==> config.mk <==
export PLATFORM = sky130hd
export DESIGN_NAME = video_clamp_format_sync_mask
export DESIGN_NICKNAME = d
export VERILOG_FILES = /design/src/pkg/video_front_pkg.sv /design/src/hdl/video_clamp_format_sync_mask.sv
export SDC_FILE = /design/constraint.sdc
export NUM_CORES = 1
export LEC_CHECK = 0
export BUFFER_PORTS_ARGS = -buffer_cell sky130_fd_sc_hd__buf_2
export CORE_MARGIN = 2
export CORE_UTILIZATION = 46
export DETAILED_ROUTE_END_ITERATION = 7
export GPL_TIMING_DRIVEN = 1
export PLACE_DENSITY = 0.82
export SLEW_MARGIN = 20
export SYNTH_ARGS = -nofsm -noshare
export SYNTH_HDL_FRONTEND = slang
export SYNTH_SLANG_ARGS = --single-unit
==> constraint.sdc <==
create_clock -name ref_clk -period 2 [get_ports ref_clk]
set_input_delay 0.4 -clock ref_clk [delete_from_list [all_inputs] [get_ports ref_clk]]
set_output_delay 0.4 -clock ref_clk [all_outputs]
set_load 0.01 [all_outputs]
==> src/pkg/video_front_pkg.sv <==
// video_front_pkg: register map, field positions and carrier types for the
// video input path control block.
// assumes: 32-bit axi4-lite access, one register per aligned word.
package video_front_pkg;
  // register indexes: the byte address is four times the index
  localparam logic [7:0] IDX_INPUT_CFG     = 8'h10;
  localparam logic [7:0] IDX_CLAMP_START_H = 8'h24;
  localparam logic [7:0] IDX_CLAMP_START_L = 8'h25;
  localparam logic [7:0] IDX_CLAMP_WIDTH   = 8'h26;
  localparam logic [7:0] IDX_OUT_FORMAT    = 8'h28;
  localparam logic [7:0] IDX_SLICER_A      = 8'h30;
  localparam logic [7:0] IDX_SLICER_B      = 8'h31;
  localparam logic [7:0] IDX_SYNC_CTRL     = 8'h60;
  localparam logic [7:0] IDX_LOOP_GAIN     = 8'h74;
  localparam logic [7:0] IDX_HSOUT_CTRL    = 8'h7a;
  localparam logic [7:0] IDX_SYNC_STATUS   = 8'h7c;

  localparam int CFG_COMPONENT_BIT = 4;
  localparam int CFG_DC_COUPLE_BIT = 3;
  localparam int FMT_422_BIT       = 0;
  localparam int SYNC_COAST_CLAMP  = 2;
  localparam int HSOUT_MASK_DIS    = 4;
  localparam int SLICER_THR_LSB    = 0;
  localparam int SLICER_THR_W      = 4;

  localparam logic [7:0] RST_ZERO       = 8'h00;
  localparam logic [7:0] RST_LOOP_GAIN  = 8'h49;
  localparam logic [7:0] GAIN_HEADSWITCH = 8'h4c;
  localparam logic [7:0] CHROMA_MID     = 8'h80;

  localparam logic [1:0] RESP_OKAY   = 2'b00;
  localparam logic [1:0] RESP_SLVERR = 2'b10;

  typedef struct packed {
    logic [7:0] red;
    logic [7:0] green;
    logic [7:0] blue;
  } pixel_s;

  typedef struct packed {
    logic hsSep;
    logic csOnHs;
    logic csGreen;
  } sync_act_s;
endpackage : video_front_pkg

==> src/hdl/video_clamp_format_sync_mask.sv <==
// video_clamp_format_sync_mask: format mapping, clamp timing, sync masking
// and loop gain registers for a triple-channel video front end.
// assumes: pixel stream and sync inputs synchronous to ref_clk, one
// sample per cycle while pixValid; analog parts sit outside.
`timescale 1ns/1ps
`default_nettype none
module video_clamp_format_sync_mask #(
  parameter int CNT_W      = 16,
  parameter int ACT_WINDOW = 8192
) (
  // clock, reset, enable
  input  wire logic                       ref_clk,
  input  wire logic                       rst,
  input  wire logic                       clkEn,
  // axi4-lite slave
  input  wire logic [9:0]                 s_axi_awaddr,
  input  wire logic                       s_axi_awvalid,
  output logic                            s_axi_awready,
  input  wire logic [31:0]                s_axi_wdata,
  input  wire logic [3:0]                 s_axi_wstrb,
  input  wire logic                       s_axi_wvalid,
  output logic                            s_axi_wready,
  output logic [1:0]                      s_axi_bresp,
  output logic                            s_axi_bvalid,
  input  wire logic                       s_axi_bready,
  input  wire logic [9:0]                 s_axi_araddr,
  input  wire logic                       s_axi_arvalid,
  output logic                            s_axi_arready,
  output logic [31:0]                     s_axi_rdata,
  output logic [1:0]                      s_axi_rresp,
  output logic                            s_axi_rvalid,
  input  wire logic                       s_axi_rready,
  // digitized stream and sync inputs
  input  wire video_front_pkg::pixel_s    pixIn,
  input  wire logic                       pixValid,
  input  wire logic                       hsyncIn,
  input  wire logic                       vsyncIn,
  input  wire logic                       greenSliceIn,
  input  wire logic                       loopCoasting,
  input  wire logic                       copyProtDetect,
  input  wire logic                       copyMaskIn,
  // outputs
  output video_front_pkg::pixel_s         pixOut,
  output logic                            pixOutValid,
  output logic                            clampOn,
  output logic                            blackAvgStart,
  output logic                            dcCoupled,
  output logic                            loopSyncOut,
  output logic                            hsyncOut,
  output logic [7:0]                      loopGain,
  output logic [3:0]                      slicerThreshold,
  output logic [7:0]                      slicerCtrlB,
  output logic                            triLevelSeen
);

  // register file
  logic [7:0] inputCfg_ff, startHi_ff, startLo_ff, width_ff, outFmt_ff;
  logic [7:0] slicerA_ff, slicerB_ff, syncCtrl_ff, gain_ff, hsCtrl_ff;
  video_front_pkg::sync_act_s act_ff;

  function automatic logic [7:0] idx_of(input logic [9:0] a);
    return a[9:2];
  endfunction : idx_of

  // write channel: address and data taken in either order
  logic       awHeld_ff, wHeld_ff;
  logic [7:0] awIdx_ff;
  logic [31:0] wData_ff;
  logic [3:0]  wStrb_ff;
  logic        wrFire;
  logic        wrHit;
  assign wrFire = awHeld_ff && wHeld_ff && !s_axi_bvalid;

  always_ff @(posedge ref_clk) begin
    if (rst) begin
      awHeld_ff     <= 1'b0;
      wHeld_ff      <= 1'b0;
      awIdx_ff      <= 8'h00;
      wData_ff      <= 32'h0000_0000;
      wStrb_ff      <= 4'h0;
      s_axi_awready <= 1'b0;
      s_axi_wready  <= 1'b0;
      s_axi_bvalid  <= 1'b0;
      s_axi_bresp   <= video_front_pkg::RESP_OKAY;
    end else if (clkEn) begin
      s_axi_awready <= !awHeld_ff && !s_axi_awready && s_axi_awvalid;
      s_axi_wready  <= !wHeld_ff && !s_axi_wready && s_axi_wvalid;
      if (s_axi_awvalid && s_axi_awready) begin
        awHeld_ff <= 1'b1;
        awIdx_ff  <= idx_of(s_axi_awaddr);
      end
      if (s_axi_wvalid && s_axi_wready) begin
        wHeld_ff <= 1'b1;
        wData_ff <= s_axi_wdata;
        wStrb_ff <= s_axi_wstrb;
      end
      if (wrFire) begin
        awHeld_ff    <= 1'b0;
        wHeld_ff     <= 1'b0;
        s_axi_bvalid <= 1'b1;
        s_axi_bresp  <= wrHit ? video_front_pkg::RESP_OKAY
                              : video_front_pkg::RESP_SLVERR;
      end else if (s_axi_bvalid && s_axi_bready) begin
        s_axi_bvalid <= 1'b0;
      end
    end
  end

  always_comb begin
    wrHit = 1'b1;
    if (awIdx_ff == video_front_pkg::IDX_INPUT_CFG) wrHit = 1'b1;
    else if (awIdx_ff == video_front_pkg::IDX_CLAMP_START_H) wrHit = 1'b1;
    else if (awIdx_ff == video_front_pkg::IDX_CLAMP_START_L) wrHit = 1'b1;
    else if (awIdx_ff == video_front_pkg::IDX_CLAMP_WIDTH) wrHit = 1'b1;
    else if (awIdx_ff == video_front_pkg::IDX_OUT_FORMAT) wrHit = 1'b1;
    else if (awIdx_ff == video_front_pkg::IDX_SLICER_A) wrHit = 1'b1;
    else if (awIdx_ff == video_front_pkg::IDX_SLICER_B) wrHit = 1'b1;
    else if (awIdx_ff == video_front_pkg::IDX_SYNC_CTRL) wrHit = 1'b1;
    else if (awIdx_ff == video_front_pkg::IDX_LOOP_GAIN) wrHit = 1'b1;
    else if (awIdx_ff == video_front_pkg::IDX_HSOUT_CTRL) wrHit = 1'b1;
    else wrHit = 1'b0;
  end

  // only byte lane 0 carries data; upper lanes are ignored
  logic wrLane0;
  assign wrLane0 = wrFire && wStrb_ff[0];

  always_ff @(posedge ref_clk) begin
    if (rst) begin
      inputCfg_ff <= video_front_pkg::RST_ZERO;
      startHi_ff  <= video_front_pkg::RST_ZERO;
      startLo_ff  <= video_front_pkg::RST_ZERO;
      width_ff    <= video_front_pkg::RST_ZERO;
      outFmt_ff   <= video_front_pkg::RST_ZERO;
      slicerA_ff  <= video_front_pkg::RST_ZERO;
      slicerB_ff  <= video_front_pkg::RST_ZERO;
      syncCtrl_ff <= video_front_pkg::RST_ZERO;
      gain_ff     <= video_front_pkg::RST_LOOP_GAIN;
      hsCtrl_ff   <= video_front_pkg::RST_ZERO;
    end else if (clkEn && wrLane0) begin
      if (awIdx_ff == video_front_pkg::IDX_INPUT_CFG)
        inputCfg_ff <= wData_ff[7:0];
      else if (awIdx_ff == video_front_pkg::IDX_CLAMP_START_H)
        startHi_ff <= wData_ff[7:0];
      else if (awIdx_ff == video_front_pkg::IDX_CLAMP_START_L)
        startLo_ff <= wData_ff[7:0];
      else if (awIdx_ff == video_front_pkg::IDX_CLAMP_WIDTH)
        width_ff <= wData_ff[7:0];
      else if (awIdx_ff == video_front_pkg::IDX_OUT_FORMAT)
        outFmt_ff <= wData_ff[7:0];
      else if (awIdx_ff == video_front_pkg::IDX_SLICER_A)
        slicerA_ff <= wData_ff[7:0];
      else if (awIdx_ff == video_front_pkg::IDX_SLICER_B)
        slicerB_ff <= wData_ff[7:0];
      else if (awIdx_ff == video_front_pkg::IDX_SYNC_CTRL)
        syncCtrl_ff <= wData_ff[7:0];
      else if (awIdx_ff == video_front_pkg::IDX_LOOP_GAIN)
        gain_ff <= wData_ff[7:0];
      else if (awIdx_ff == video_front_pkg::IDX_HSOUT_CTRL)
        hsCtrl_ff <= wData_ff[7:0];
    end
  end

  // read channel, one cycle after the address is taken
  logic [7:0] rdByte;
  logic       rdHit;
  logic [7:0] arIdx;
  assign arIdx = idx_of(s_axi_araddr);

  always_comb begin
    rdHit  = 1'b1;
    rdByte = 8'h00;
    if (arIdx == video_front_pkg::IDX_INPUT_CFG) rdByte = inputCfg_ff;
    else if (arIdx == video_front_pkg::IDX_CLAMP_START_H) rdByte = startHi_ff;
    else if (arIdx == video_front_pkg::IDX_CLAMP_START_L) rdByte = startLo_ff;
    else if (arIdx == video_front_pkg::IDX_CLAMP_WIDTH) rdByte = width_ff;
    else if (arIdx == video_front_pkg::IDX_OUT_FORMAT) rdByte = outFmt_ff;
    else if (arIdx == video_front_pkg::IDX_SLICER_A) rdByte = slicerA_ff;
    else if (arIdx == video_front_pkg::IDX_SLICER_B) rdByte = slicerB_ff;
    else if (arIdx == video_front_pkg::IDX_SYNC_CTRL) rdByte = syncCtrl_ff;
    else if (arIdx == video_front_pkg::IDX_LOOP_GAIN) rdByte = gain_ff;
    else if (arIdx == video_front_pkg::IDX_HSOUT_CTRL) rdByte = hsCtrl_ff;
    else if (arIdx == video_front_pkg::IDX_SYNC_STATUS)
      rdByte = {3'b000, triLevelSeen, clampOn, act_ff};
    else rdHit = 1'b0;
  end

  always_ff @(posedge ref_clk) begin
    if (rst) begin
      s_axi_arready <= 1'b0;
      s_axi_rvalid  <= 1'b0;
      s_axi_rdata   <= 32'h0000_0000;
      s_axi_rresp   <= video_front_pkg::RESP_OKAY;
    end else if (clkEn) begin
      s_axi_arready <= !s_axi_arready && !s_axi_rvalid && s_axi_arvalid;
      if (s_axi_arvalid && s_axi_arready) begin
        s_axi_rvalid <= 1'b1;
        s_axi_rdata  <= {24'h000000, rdByte};
        s_axi_rresp  <= rdHit ? video_front_pkg::RESP_OKAY
                              : video_front_pkg::RESP_SLVERR;
      end else if (s_axi_rvalid && s_axi_rready) begin
        s_axi_rvalid <= 1'b0;
      end
    end
  end

  // copy-protection mask and sync paths
  logic maskActive, greenSyncMasked;
  // only the flagged pulse window is removed; normal sync still passes
  assign maskActive = copyProtDetect && copyMaskIn;
  assign greenSyncMasked = greenSliceIn && !maskActive;

  logic hsPrev_ff;
  logic hsTrail;
  assign hsTrail = hsPrev_ff && !hsyncIn;

  always_ff @(posedge ref_clk) begin
    if (rst) begin
      loopSyncOut <= 1'b0;
      hsyncOut    <= 1'b0;
      hsPrev_ff   <= 1'b0;
    end else if (clkEn) begin
      hsPrev_ff   <= hsyncIn;
      loopSyncOut <= greenSyncMasked;
      hsyncOut    <= hsCtrl_ff[video_front_pkg::HSOUT_MASK_DIS] ? hsyncIn
                     : (hsyncIn && !maskActive);
    end
  end

  // activity detect: edge seen within a window per source
  logic [15:0] actCnt_ff;
  video_front_pkg::sync_act_s seen_ff;
  logic vsPrev_ff, gPrev_ff;
  always_ff @(posedge ref_clk) begin
    if (rst) begin
      actCnt_ff <= 16'h0000;
      seen_ff   <= '0;
      act_ff    <= '0;
      vsPrev_ff <= 1'b0;
      gPrev_ff  <= 1'b0;
    end else if (clkEn) begin
      vsPrev_ff <= vsyncIn;
      gPrev_ff  <= greenSliceIn;
      if (actCnt_ff == 16'(ACT_WINDOW - 1)) begin
        actCnt_ff <= 16'h0000;
        act_ff    <= seen_ff;
        seen_ff   <= '0;
      end else begin
        actCnt_ff <= actCnt_ff + 16'h0001;
        if (hsTrail && (vsyncIn != vsPrev_ff)) seen_ff.hsSep <= 1'b1;
        if (hsTrail && !vsyncIn) seen_ff.csOnHs <= 1'b1;
        if (greenSliceIn != gPrev_ff) seen_ff.csGreen <= 1'b1;
      end
    end
  end

  // clamp timing from trailing hsync edge
  logic [CNT_W-1:0] pixCnt_ff;
  logic [CNT_W-1:0] startPix;
  logic [7:0]       widthCnt_ff;
  logic             coastLine_ff;
  assign startPix = CNT_W'({startHi_ff, startLo_ff});

  always_ff @(posedge ref_clk) begin
    if (rst) begin
      pixCnt_ff    <= '0;
      widthCnt_ff  <= 8'h00;
      coastLine_ff <= 1'b0;
      clampOn      <= 1'b0;
      blackAvgStart <= 1'b0;
    end else if (clkEn) begin
      blackAvgStart <= 1'b0;
      if (hsTrail) begin
        pixCnt_ff    <= '0;
        coastLine_ff <= loopCoasting;
        clampOn      <= 1'b0;
      end else begin
        if (pixCnt_ff != '1) pixCnt_ff <= pixCnt_ff + 1'b1;
        if (loopCoasting) coastLine_ff <= 1'b1;
        if (pixCnt_ff == startPix) begin
          blackAvgStart <= 1'b1;
          if (!inputCfg_ff[video_front_pkg::CFG_DC_COUPLE_BIT] &&
              (syncCtrl_ff[video_front_pkg::SYNC_COAST_CLAMP] ||
               !(coastLine_ff || loopCoasting)) && width_ff != 8'h00) begin
            clampOn     <= 1'b1;
            widthCnt_ff <= width_ff;
          end
        end else if (clampOn) begin
          if (widthCnt_ff == 8'h01) clampOn <= 1'b0;
          widthCnt_ff <= widthCnt_ff - 8'h01;
        end
      end
    end
  end

  // tri-level detect from digitized green: sample swings above mid during sync
  always_ff @(posedge ref_clk) begin
    if (rst) triLevelSeen <= 1'b0;
    else if (clkEn && pixValid && hsyncIn) begin
      if (pixIn.green > video_front_pkg::CHROMA_MID) triLevelSeen <= 1'b1;
    end else if (clkEn && vsyncIn) triLevelSeen <= 1'b0;
  end

  // format path, no colour conversion
  logic phase_ff;
  logic [7:0] vHold_ff;
  logic comp;
  assign comp = inputCfg_ff[video_front_pkg::CFG_COMPONENT_BIT];

  always_ff @(posedge ref_clk) begin
    if (rst) begin
      pixOut      <= '0;
      pixOutValid <= 1'b0;
      phase_ff    <= 1'b0;
      vHold_ff    <= 8'h00;
      dcCoupled   <= 1'b0;
      loopGain    <= video_front_pkg::RST_LOOP_GAIN;
      slicerThreshold <= 4'h0;
      slicerCtrlB <= 8'h00;
    end else if (clkEn) begin
      dcCoupled <= inputCfg_ff[video_front_pkg::CFG_DC_COUPLE_BIT];
      loopGain  <= gain_ff;
      slicerThreshold <= slicerA_ff[video_front_pkg::SLICER_THR_LSB +:
                                    video_front_pkg::SLICER_THR_W];
      slicerCtrlB <= slicerB_ff;
      pixOutValid <= pixValid;
      if (hsTrail) phase_ff <= 1'b0;
      if (pixValid) begin
        pixOut.green <= pixIn.green;
        if (comp && outFmt_ff[video_front_pkg::FMT_422_BIT]) begin
          pixOut.blue <= 8'h00;
          // odd slots repeat the even sample's red so u and v stay co-sited
          pixOut.red  <= phase_ff ? vHold_ff : pixIn.blue;
          phase_ff    <= !phase_ff;
          if (!phase_ff) vHold_ff <= pixIn.red;
        end else begin
          // in component mode the offsets hold chroma black at midscale
          pixOut.blue <= pixIn.blue;
          pixOut.red  <= pixIn.red;
        end
      end
    end
  end

  // assertions
  a_gain_reset: assert property (@(posedge ref_clk)
    $fell(rst) |-> loopGain == video_front_pkg::RST_LOOP_GAIN)
    else $error("loop gain not at default after reset");
  a_clamp_dc_off: assert property (@(posedge ref_clk) disable iff (rst)
    dcCoupled && $past(dcCoupled) && $past(dcCoupled, 2) |-> !$rose(clampOn))
    else $error("clamp started while dc coupled");
  a_clamp_start: assert property (@(posedge ref_clk) disable iff (rst)
    $rose(clampOn) |-> blackAvgStart)
    else $error("clamp start not at start pixel");
  a_hsout_mask: assert property (@(posedge ref_clk) disable iff (rst)
    clkEn && maskActive && !hsCtrl_ff[video_front_pkg::HSOUT_MASK_DIS]
    |=> !hsyncOut || !clkEn)
    else $error("hsync out not masked");
  a_loop_mask: assert property (@(posedge ref_clk) disable iff (rst)
    clkEn && maskActive |=> !loopSyncOut || !clkEn)
    else $error("loop sync not masked");
  a_blue_low: assert property (@(posedge ref_clk) disable iff (rst)
    clkEn && pixValid && comp &&
    outFmt_ff[video_front_pkg::FMT_422_BIT] |=> pixOut.blue == 8'h00)
    else $error("blue not low in 4:2:2");
  a_green_pass: assert property (@(posedge ref_clk) disable iff (rst)
    clkEn && pixValid |=> pixOut.green == $past(pixIn.green))
    else $error("green sample not passed");
  a_count_reset: assert property (@(posedge ref_clk) disable iff (rst)
    clkEn && hsTrail |=> pixCnt_ff == '0)
    else $error("pixel count not reset at hsync");
endmodule : video_clamp_format_sync_mask
`default_nettype wire

# ---- Word-level counts from Yosys, hierarchy flattened
# Index checks and enable logic that the tools add are counted.
dict set report word_totals {
  ff_bits 226
  in_bits 95
  out_inout_bits 92
}
dict set report classes {
  addsub 3
  magnitude_cmp 1
  eq_ne 30
  n_mux 71
  n_bitwise 11
  n_reduce_logical 83
}
# op n
set op_table {}
lappend op_table {{two-way mux 8 bit} 16}
lappend op_table {{equality test 8 x 6 -> 1 bit, second input constant} 12}
lappend op_table {{equality test 8 x 7 -> 1 bit, second input constant} 7}
lappend op_table {{two-way mux 1 bit} 48}
lappend op_table {{two-way mux 16 bit} 3}
lappend op_table {{AND reduction 2 bit} 18}
lappend op_table {{adder 16 x 1 -> 16 bit, second input constant} 2}
lappend op_table {{logical AND 1 bit} 27}
lappend op_table {{nonzero test 2 bit} 11}
lappend op_table {{equality test 16 x 13 -> 1 bit, second input constant} 1}
lappend op_table {{equality test 16 bit} 1}
lappend op_table {{equality test 8 x 5 -> 1 bit, second input constant} 2}
lappend op_table {{!= test 16 bit, second input constant} 1}
lappend op_table {{zero test 1 bit} 13}
lappend op_table {{AND reduction 4 bit} 3}
lappend op_table {{NOT 1 bit} 11}
lappend op_table {{AND reduction 11 bit} 1}
lappend op_table {{AND reduction 10 bit} 1}
lappend op_table {{AND reduction 9 bit} 1}
lappend op_table {{equality test 8 x 1 -> 1 bit, second input constant} 1}
lappend op_table {{> comparator 8 bit, second input constant} 1}
lappend op_table {{AND reduction 8 bit} 1}
lappend op_table {{nonzero test 8 bit} 1}
lappend op_table {{subtractor 8 x 1 -> 8 bit, second input constant} 1}
lappend op_table {{other kinds (11)} 15}

# ---- Longest topological paths before layout
dict set report depth {
  word_depth 13
  ltp_mapped 10
  depth_no_buf 7
}

# ---- Least setup slack after synthesis
# OpenSTA, ideal clock, no wires.
dict set report synth_path {
  path_kind {register to register}
  startpoint {register actCnt_ff[0]}
  endpoint {register actCnt_ff[13]}
  setup_ns 0.117
  t_arrival_ns 1.918
  t_required_ns 1.883
  slack_ns -0.035
  stages_incl_launch_ff 11
  n_path_buf 3
  cell_sequence {dfxtp_1 > ha_1 > nand3_1 > nor2_1 > and3_1 > and3_1 > clkbuf_1 > or2_2 > clkbuf_1 > buf_2 > nor2_1}
}
dict set report synth_via {
  elab_chain_len 2
  word_cells_on_any_way 3
  classes_between {add/sub (1); eq/ne (1); mux (1)}
}
# element line_no
set synth_rtl {}
lappend synth_rtl {{start, declared} video_clamp_format_sync_mask.sv:231} ;# logic [15:0] actCnt_ff;
lappend synth_rtl {{start signal, assigned} video_clamp_format_sync_mask.sv:249} ;# actCnt_ff <= actCnt_ff + 16'h0001;
lappend synth_rtl {{adder 16 x 1 -> 16 bit / equality test 16 x 13 -> 1 bit (equally long branches)} {video_clamp_format_sync_mask.sv:249, video_clamp_format_sync_mask.sv:244}}
lappend synth_rtl {{two-way mux 16 bit (*)} video_clamp_format_sync_mask.sv:244} ;# if (actCnt_ff == 16'(ACT_WINDOW - 1)) begin
# Every way passes the cells marked *; elsewhere a longest branch is shown, timed or not.
# A chain may end at the register's enable or synchronous reset.

# ---- Worst setup path in the final report
dict set report layout_path {
  startpoint {register s_axi_bvalid}
  endpoint {register startLo_ff[5]}
}
dict set report layout_via {
  elab_chain_len 5
}
# element line_no
set layout_rtl {}
lappend layout_rtl {{start, declared} video_clamp_format_sync_mask.sv:24} ;# output logic s_axi_bvalid,
lappend layout_rtl {{start signal, assigned} video_clamp_format_sync_mask.sv:83} ;# s_axi_bvalid <= 1'b0;
lappend layout_rtl {{start signal, assigned} video_clamp_format_sync_mask.sv:100} ;# s_axi_bvalid <= 1'b1;
lappend layout_rtl {{start signal, assigned} video_clamp_format_sync_mask.sv:104} ;# s_axi_bvalid <= 1'b0;
lappend layout_rtl {{zero test 1 bit} video_clamp_format_sync_mask.sv:72} ;# assign wrFire = awHeld_ff && wHeld_ff && !s_axi_bvalid;
lappend layout_rtl {{logical AND 1 bit} video_clamp_format_sync_mask.sv:72}
lappend layout_rtl {{logical AND 1 bit} video_clamp_format_sync_mask.sv:126} ;# assign wrLane0 = wrFire && wStrb_ff[0];
lappend layout_rtl {{logical AND 1 bit} video_clamp_format_sync_mask.sv:140} ;# end else if (clkEn && wrLane0) begin
lappend layout_rtl {{AND reduction 4 bit (no line)} --}
lappend layout_rtl {{end signal, assigned} video_clamp_format_sync_mask.sv:132} ;# startLo_ff <= video_front_pkg::RST_ZERO;
lappend layout_rtl {{end signal, assigned} video_clamp_format_sync_mask.sv:146} ;# startLo_ff <= wData_ff[7:0];
lappend layout_rtl {{end, declared} video_clamp_format_sync_mask.sv:57} ;# logic [7:0] inputCfg_ff, startHi_ff, startLo_ff, width_ff, outFmt_ff;
# Every way passes these cells.

==> implementation parameters <==
Parameter                              Value

Logic synthesis
  Post-synthesis cell type count ... 62
  Post-synthesis cell count ... 1,196
  Number of synthesis warnings ... 0
  Post-synthesis instance area ... 10,300 um^2
  Flop and latch count out of synthesis ... 224
  Sequential element share of the synthesized area ... 0.436
  Avg Synthesized Cell Area ... 8.61 um^2
  Post-synth EDFFs ... 0
  Predominant post-synthesis flop cell ... dfxtp_1
  Async S/R FF share, synth ... 0

Cells and area
  Area occupied by multi-input gates ... 5420 um^2
  Fraction of layout instances using a drive strength above 1 ... 0.216
  Count of fill cells added during filler insertion ... 1,886
  Signed area change from the synthesized netlist to the final layout ... 22.4%
  Net count, final ... 1,479
  Utilization after layout ... 0.576
  Number of inserted diodes ... 0
  Layout Cells excl Fill ... 1,675
  Register Area ... 4490 um^2

Power and ir drop
  Largest vdd supply drop ... 0.788 mV
  Leakage ... 0.00511 uW
  Net switching fraction of the power ... 0.229
  Overall power after layout ... 9800 uW
  Design internal power ... 7550 uW
  Sequential cell fraction of total power ... 0.467
  Total net switching power ... 2240 uW
  PD cells ... 777 nW/um^2
  Clk network pwr share ... 0.464
  Combinational Power Share ... 0.069

Timing
  Setup violations, final ... 0
  Worst max-slew margin expressed relative to the limit ... 0.514
  Fin Clk Skew ... 0.00801 ns
  Setup slack after layout ... 0.113 ns
  Timing-limited maximum frequency ... 530 MHz
  Slew at the pin with the worst max-slew slack ... 0.728 ns
  Post-route minimum period ... 1.89 ns
  Post-route fraction of the period consumed by the critical path ... 0.944
  RSZ-0062 raised after global routing ... false
  Hold violation total from the final report ... 0
  Number of slew-limit violations in the final report ... 0

Die
  Starting Density ... 0.470
  Placeable Area ... 21,900 um^2
  Core Rows ... 54
  DIE AREA ... 23,600 um^2
  Total I/O pin count ... 187
  Chip Width ... 154 um
  Chip height ... 154 um

Placed design
  Count of buffers inserted at the top-level ports ... 129
  DP Worst Slack ... -0.140 ns
  HPWL after detailed placement ... 20.9 mm
  Placed cells ... 1,630
  Routability cong. ... 0.959

Critical path
  Highest net fanout along the worst path ... 8
  Critical Path Source Type ... flip-flop
  Top cell family by delay on the critical path ... simple AND/OR/NAND/NOR gates
  Cell at the slowest stage of the critical path ... or3_1
  Critical path required time ... 2.39 ns
  Capturing element type of the critical path ... flip-flop
  Crit path buffers/inverters ... 1
  WP data arrival ... 2.27 ns
  Worst path max stage delay ... 0.51 ns
  List of cells traversed by the critical path ... and4b_1 -> and2_4 -> nand3_4 -> buf_4 -> or3_1 -> nand2_1 -> a21oi_1
  Critical path class ... flip-flop to flip-flop

CTS
  CTS H-Tree Depth ... 1
  Root buf cell ... clkbuf_16
  Worst-case clock buffer depth ... 3
  Number of clock sinks ... 224
  Number of buffers inserted during clock tree synthesis ... 23
  Clk pin slew, worst setup/hold paths ... 0.06 ns
  Worst-Skew Late Latency ... 0.52 ns
  CTS tree ... yes

Detailed routing
  Number of vias in the routed layout ... 9,140
  1st-iter DRT viols ... 670
  Antenna Nets Post-Route ... 0
  Average wire per cell in the routed design ... 17.3 um
  Vias per inst ... 5.46
  Remaining DRCs ... 0
  Final WL ... 28.9 mm
  Detailed-routing iteration count for the pre-antenna-repair pass ... 5

Global routing
  Aggregate global routing overflow ... 0
  Maximum number of pins on one net before global-route repair ... 78
  Antenna violations before repair ... 0
  Via count of the first global-routing pass ... 8,779
  First-pass GRT wire length ... 46.3 mm
  Total GRT Usage ... 0.238

Job
  # Max-Cap Violations ... 0

Hold path
  Hold Path Class ... input pin to flip-flop

Status
  Result of the run ... finished, final reports clean
## power by group through the flow
stage	combinational (uW)	sequential [uW]	clock (uW)
floorplan	387	4670	0
global placement	632	4670	0
detailed placement	645	4670	0
CTS	651	4580	4590
global route	736	4580	4760
finish	675	4580	4540
## worst min-delay path: cells and delay by family
family / cells / cell delay [ns]
buf+inv: 1 / 0.09
compound gates: 1 / 0.05
simple gates: 1 / 0.04
## metal layers
metal / wire length [um] / track usage / vias to the layer above / share of wire
met3: 1770 / 0.0316 / 68 / 0.061
met5: 0 / 0 / - / 0
li1: - / - / 4494 / -
met2: 13600 / 0.406 / 317 / 0.47
met4: 1050 / 0.0909 / 0 / 0.036
met1: 12400 / 0.307 / 4261 / 0.43
## registers in the layout, indices dropped and copies added (netlist names), 3 cells and up
name and cells:
actCnt_ff 16, act_ff 3, awIdx_ff 8, gain_ff 8
hsCtrl_ff 8, inputCfg_ff 8, loopGain 8, outFmt_ff 8
pixCnt_ff 16, pixOut 24, s_axi_rdata 8, seen_ff 3
slicerA_ff 8, slicerB_ff 8, slicerCtrlB 8, slicerThreshold 4
startHi_ff 8, startLo_ff 8, syncCtrl_ff 8, vHold_ff 8
wData_ff 8, widthCnt_ff 8, width_ff 8
## area by class of cell
class	count	share of cell area
Inverter	9	0.00268
Clock buffer	30	0.0501
Multi-Input combinational cell	891	0.430
Timing Repair Buffer	231	0.120
Tap cell	280	0.0278
Clock inverter	10	0.0128
Sequential cell	224	0.356
## cells in the mapped netlist, types with 4 or more instances
cell type	n	area share
a2bb2oi_1	6	0.0051
buf_4	26	0.019
nor3_1	13	0.0063
a22oi_1	18	0.013
mux2_2	14	0.015
a21oi_1	96	0.047
nand4_1	18	0.011
nand2_1	173	0.063
nor4_1	8	0.0049
xnor2_1	28	0.024
nor2_1	164	0.060
or3_1	13	0.0079
nor2b_1	7	0.0043
nand3b_1	5	0.0036
and4_1	4	0.0034
o211ai_1	20	0.015
ha_1	4	0.0049
a211oi_1	4	0.0029
o2111a_1	4	0.0044
xor2_1	18	0.015
dfxtp_1	224	0.44
clkbuf_1	59	0.022
mux2i_1	117	0.11
o22ai_1	4	0.0024
nor3b_1	7	0.0051
inv_1	9	0.0033
buf_2	10	0.0049
and3_1	11	0.0067
o21ai_0	15	0.0073
nor4b_1	4	0.0034
nand3_1	28	0.014
nand2b_1	13	0.0079
and2_1	7	0.0043
## placed cells by master, fill, tap and decap left out, drive strengths merged, types with 7 or more instances in the layout
cell	synthesis	final
nand2	173	173
inv	9	10
xnor2	28	28
clkbuf	59	30
or3	13	13
conb	1	26
nand4	18	18
mux2i	117	117
dfxtp	224	224
nor4	12	12
buf	38	231
and2	8	8
nand3	29	29
nor3b	7	7
mux2	14	14
a21oi	96	96
o21ai	15	15
and3	11	11
nor2	165	165
a22oi	18	18
nor3	14	14
nor2b	7	7
xor2	18	18
o211ai	20	20
nand2b	13	13
## worst paths after layout
| path | from | endpoint | slack (ns) | cells past startpoint |
|---|---|---|---|---|
| max | s_axi_bvalid | startLo_ff[5] | 0.11 | 7 |
| min | s_axi_wdata[7] | wData_ff[7] | 0.12 | 3 |
| max reg2reg | s_axi_bvalid | startLo_ff[5] | 0.11 | 7 |
| min reg2reg | slicerA_ff[4] | slicerA_ff[4] | 0.46 | 2 |
## logic make-up after synthesis
kind of cell             after synthesis  synth area share
buffers and inverters                106            0.0493
flip-flops                           224             0.436
other                                  1          0.000364
adder cells (fa/ha/maj)                4           0.00486
XOR/XNOR                              46            0.0391
AO/OA/AOI/OAI                        187             0.113
AND/OR/NAND/NOR                      497             0.228
multiplexers                         131             0.129
## stage by stage
step	cell area [um^2]	TNS [ns]	hold slack, ns
detailed placement	11800	-1.62	0.443
global route	12600	0	0.133
finish	12600	0	0.117
global placement	11800	-0.818	0.438
CTS	12500	0	0.111
floorplan	10400	-0.0328	0.431
## repair_timing
action | CTS | global route
setup endpoints to repair | 0 | 15
buffers inserted | 0 | 5
hold buffers | 0 | 0
gates resized for setup | 0 | 5
No activity file was read; power rests on OpenSTA's default activity.
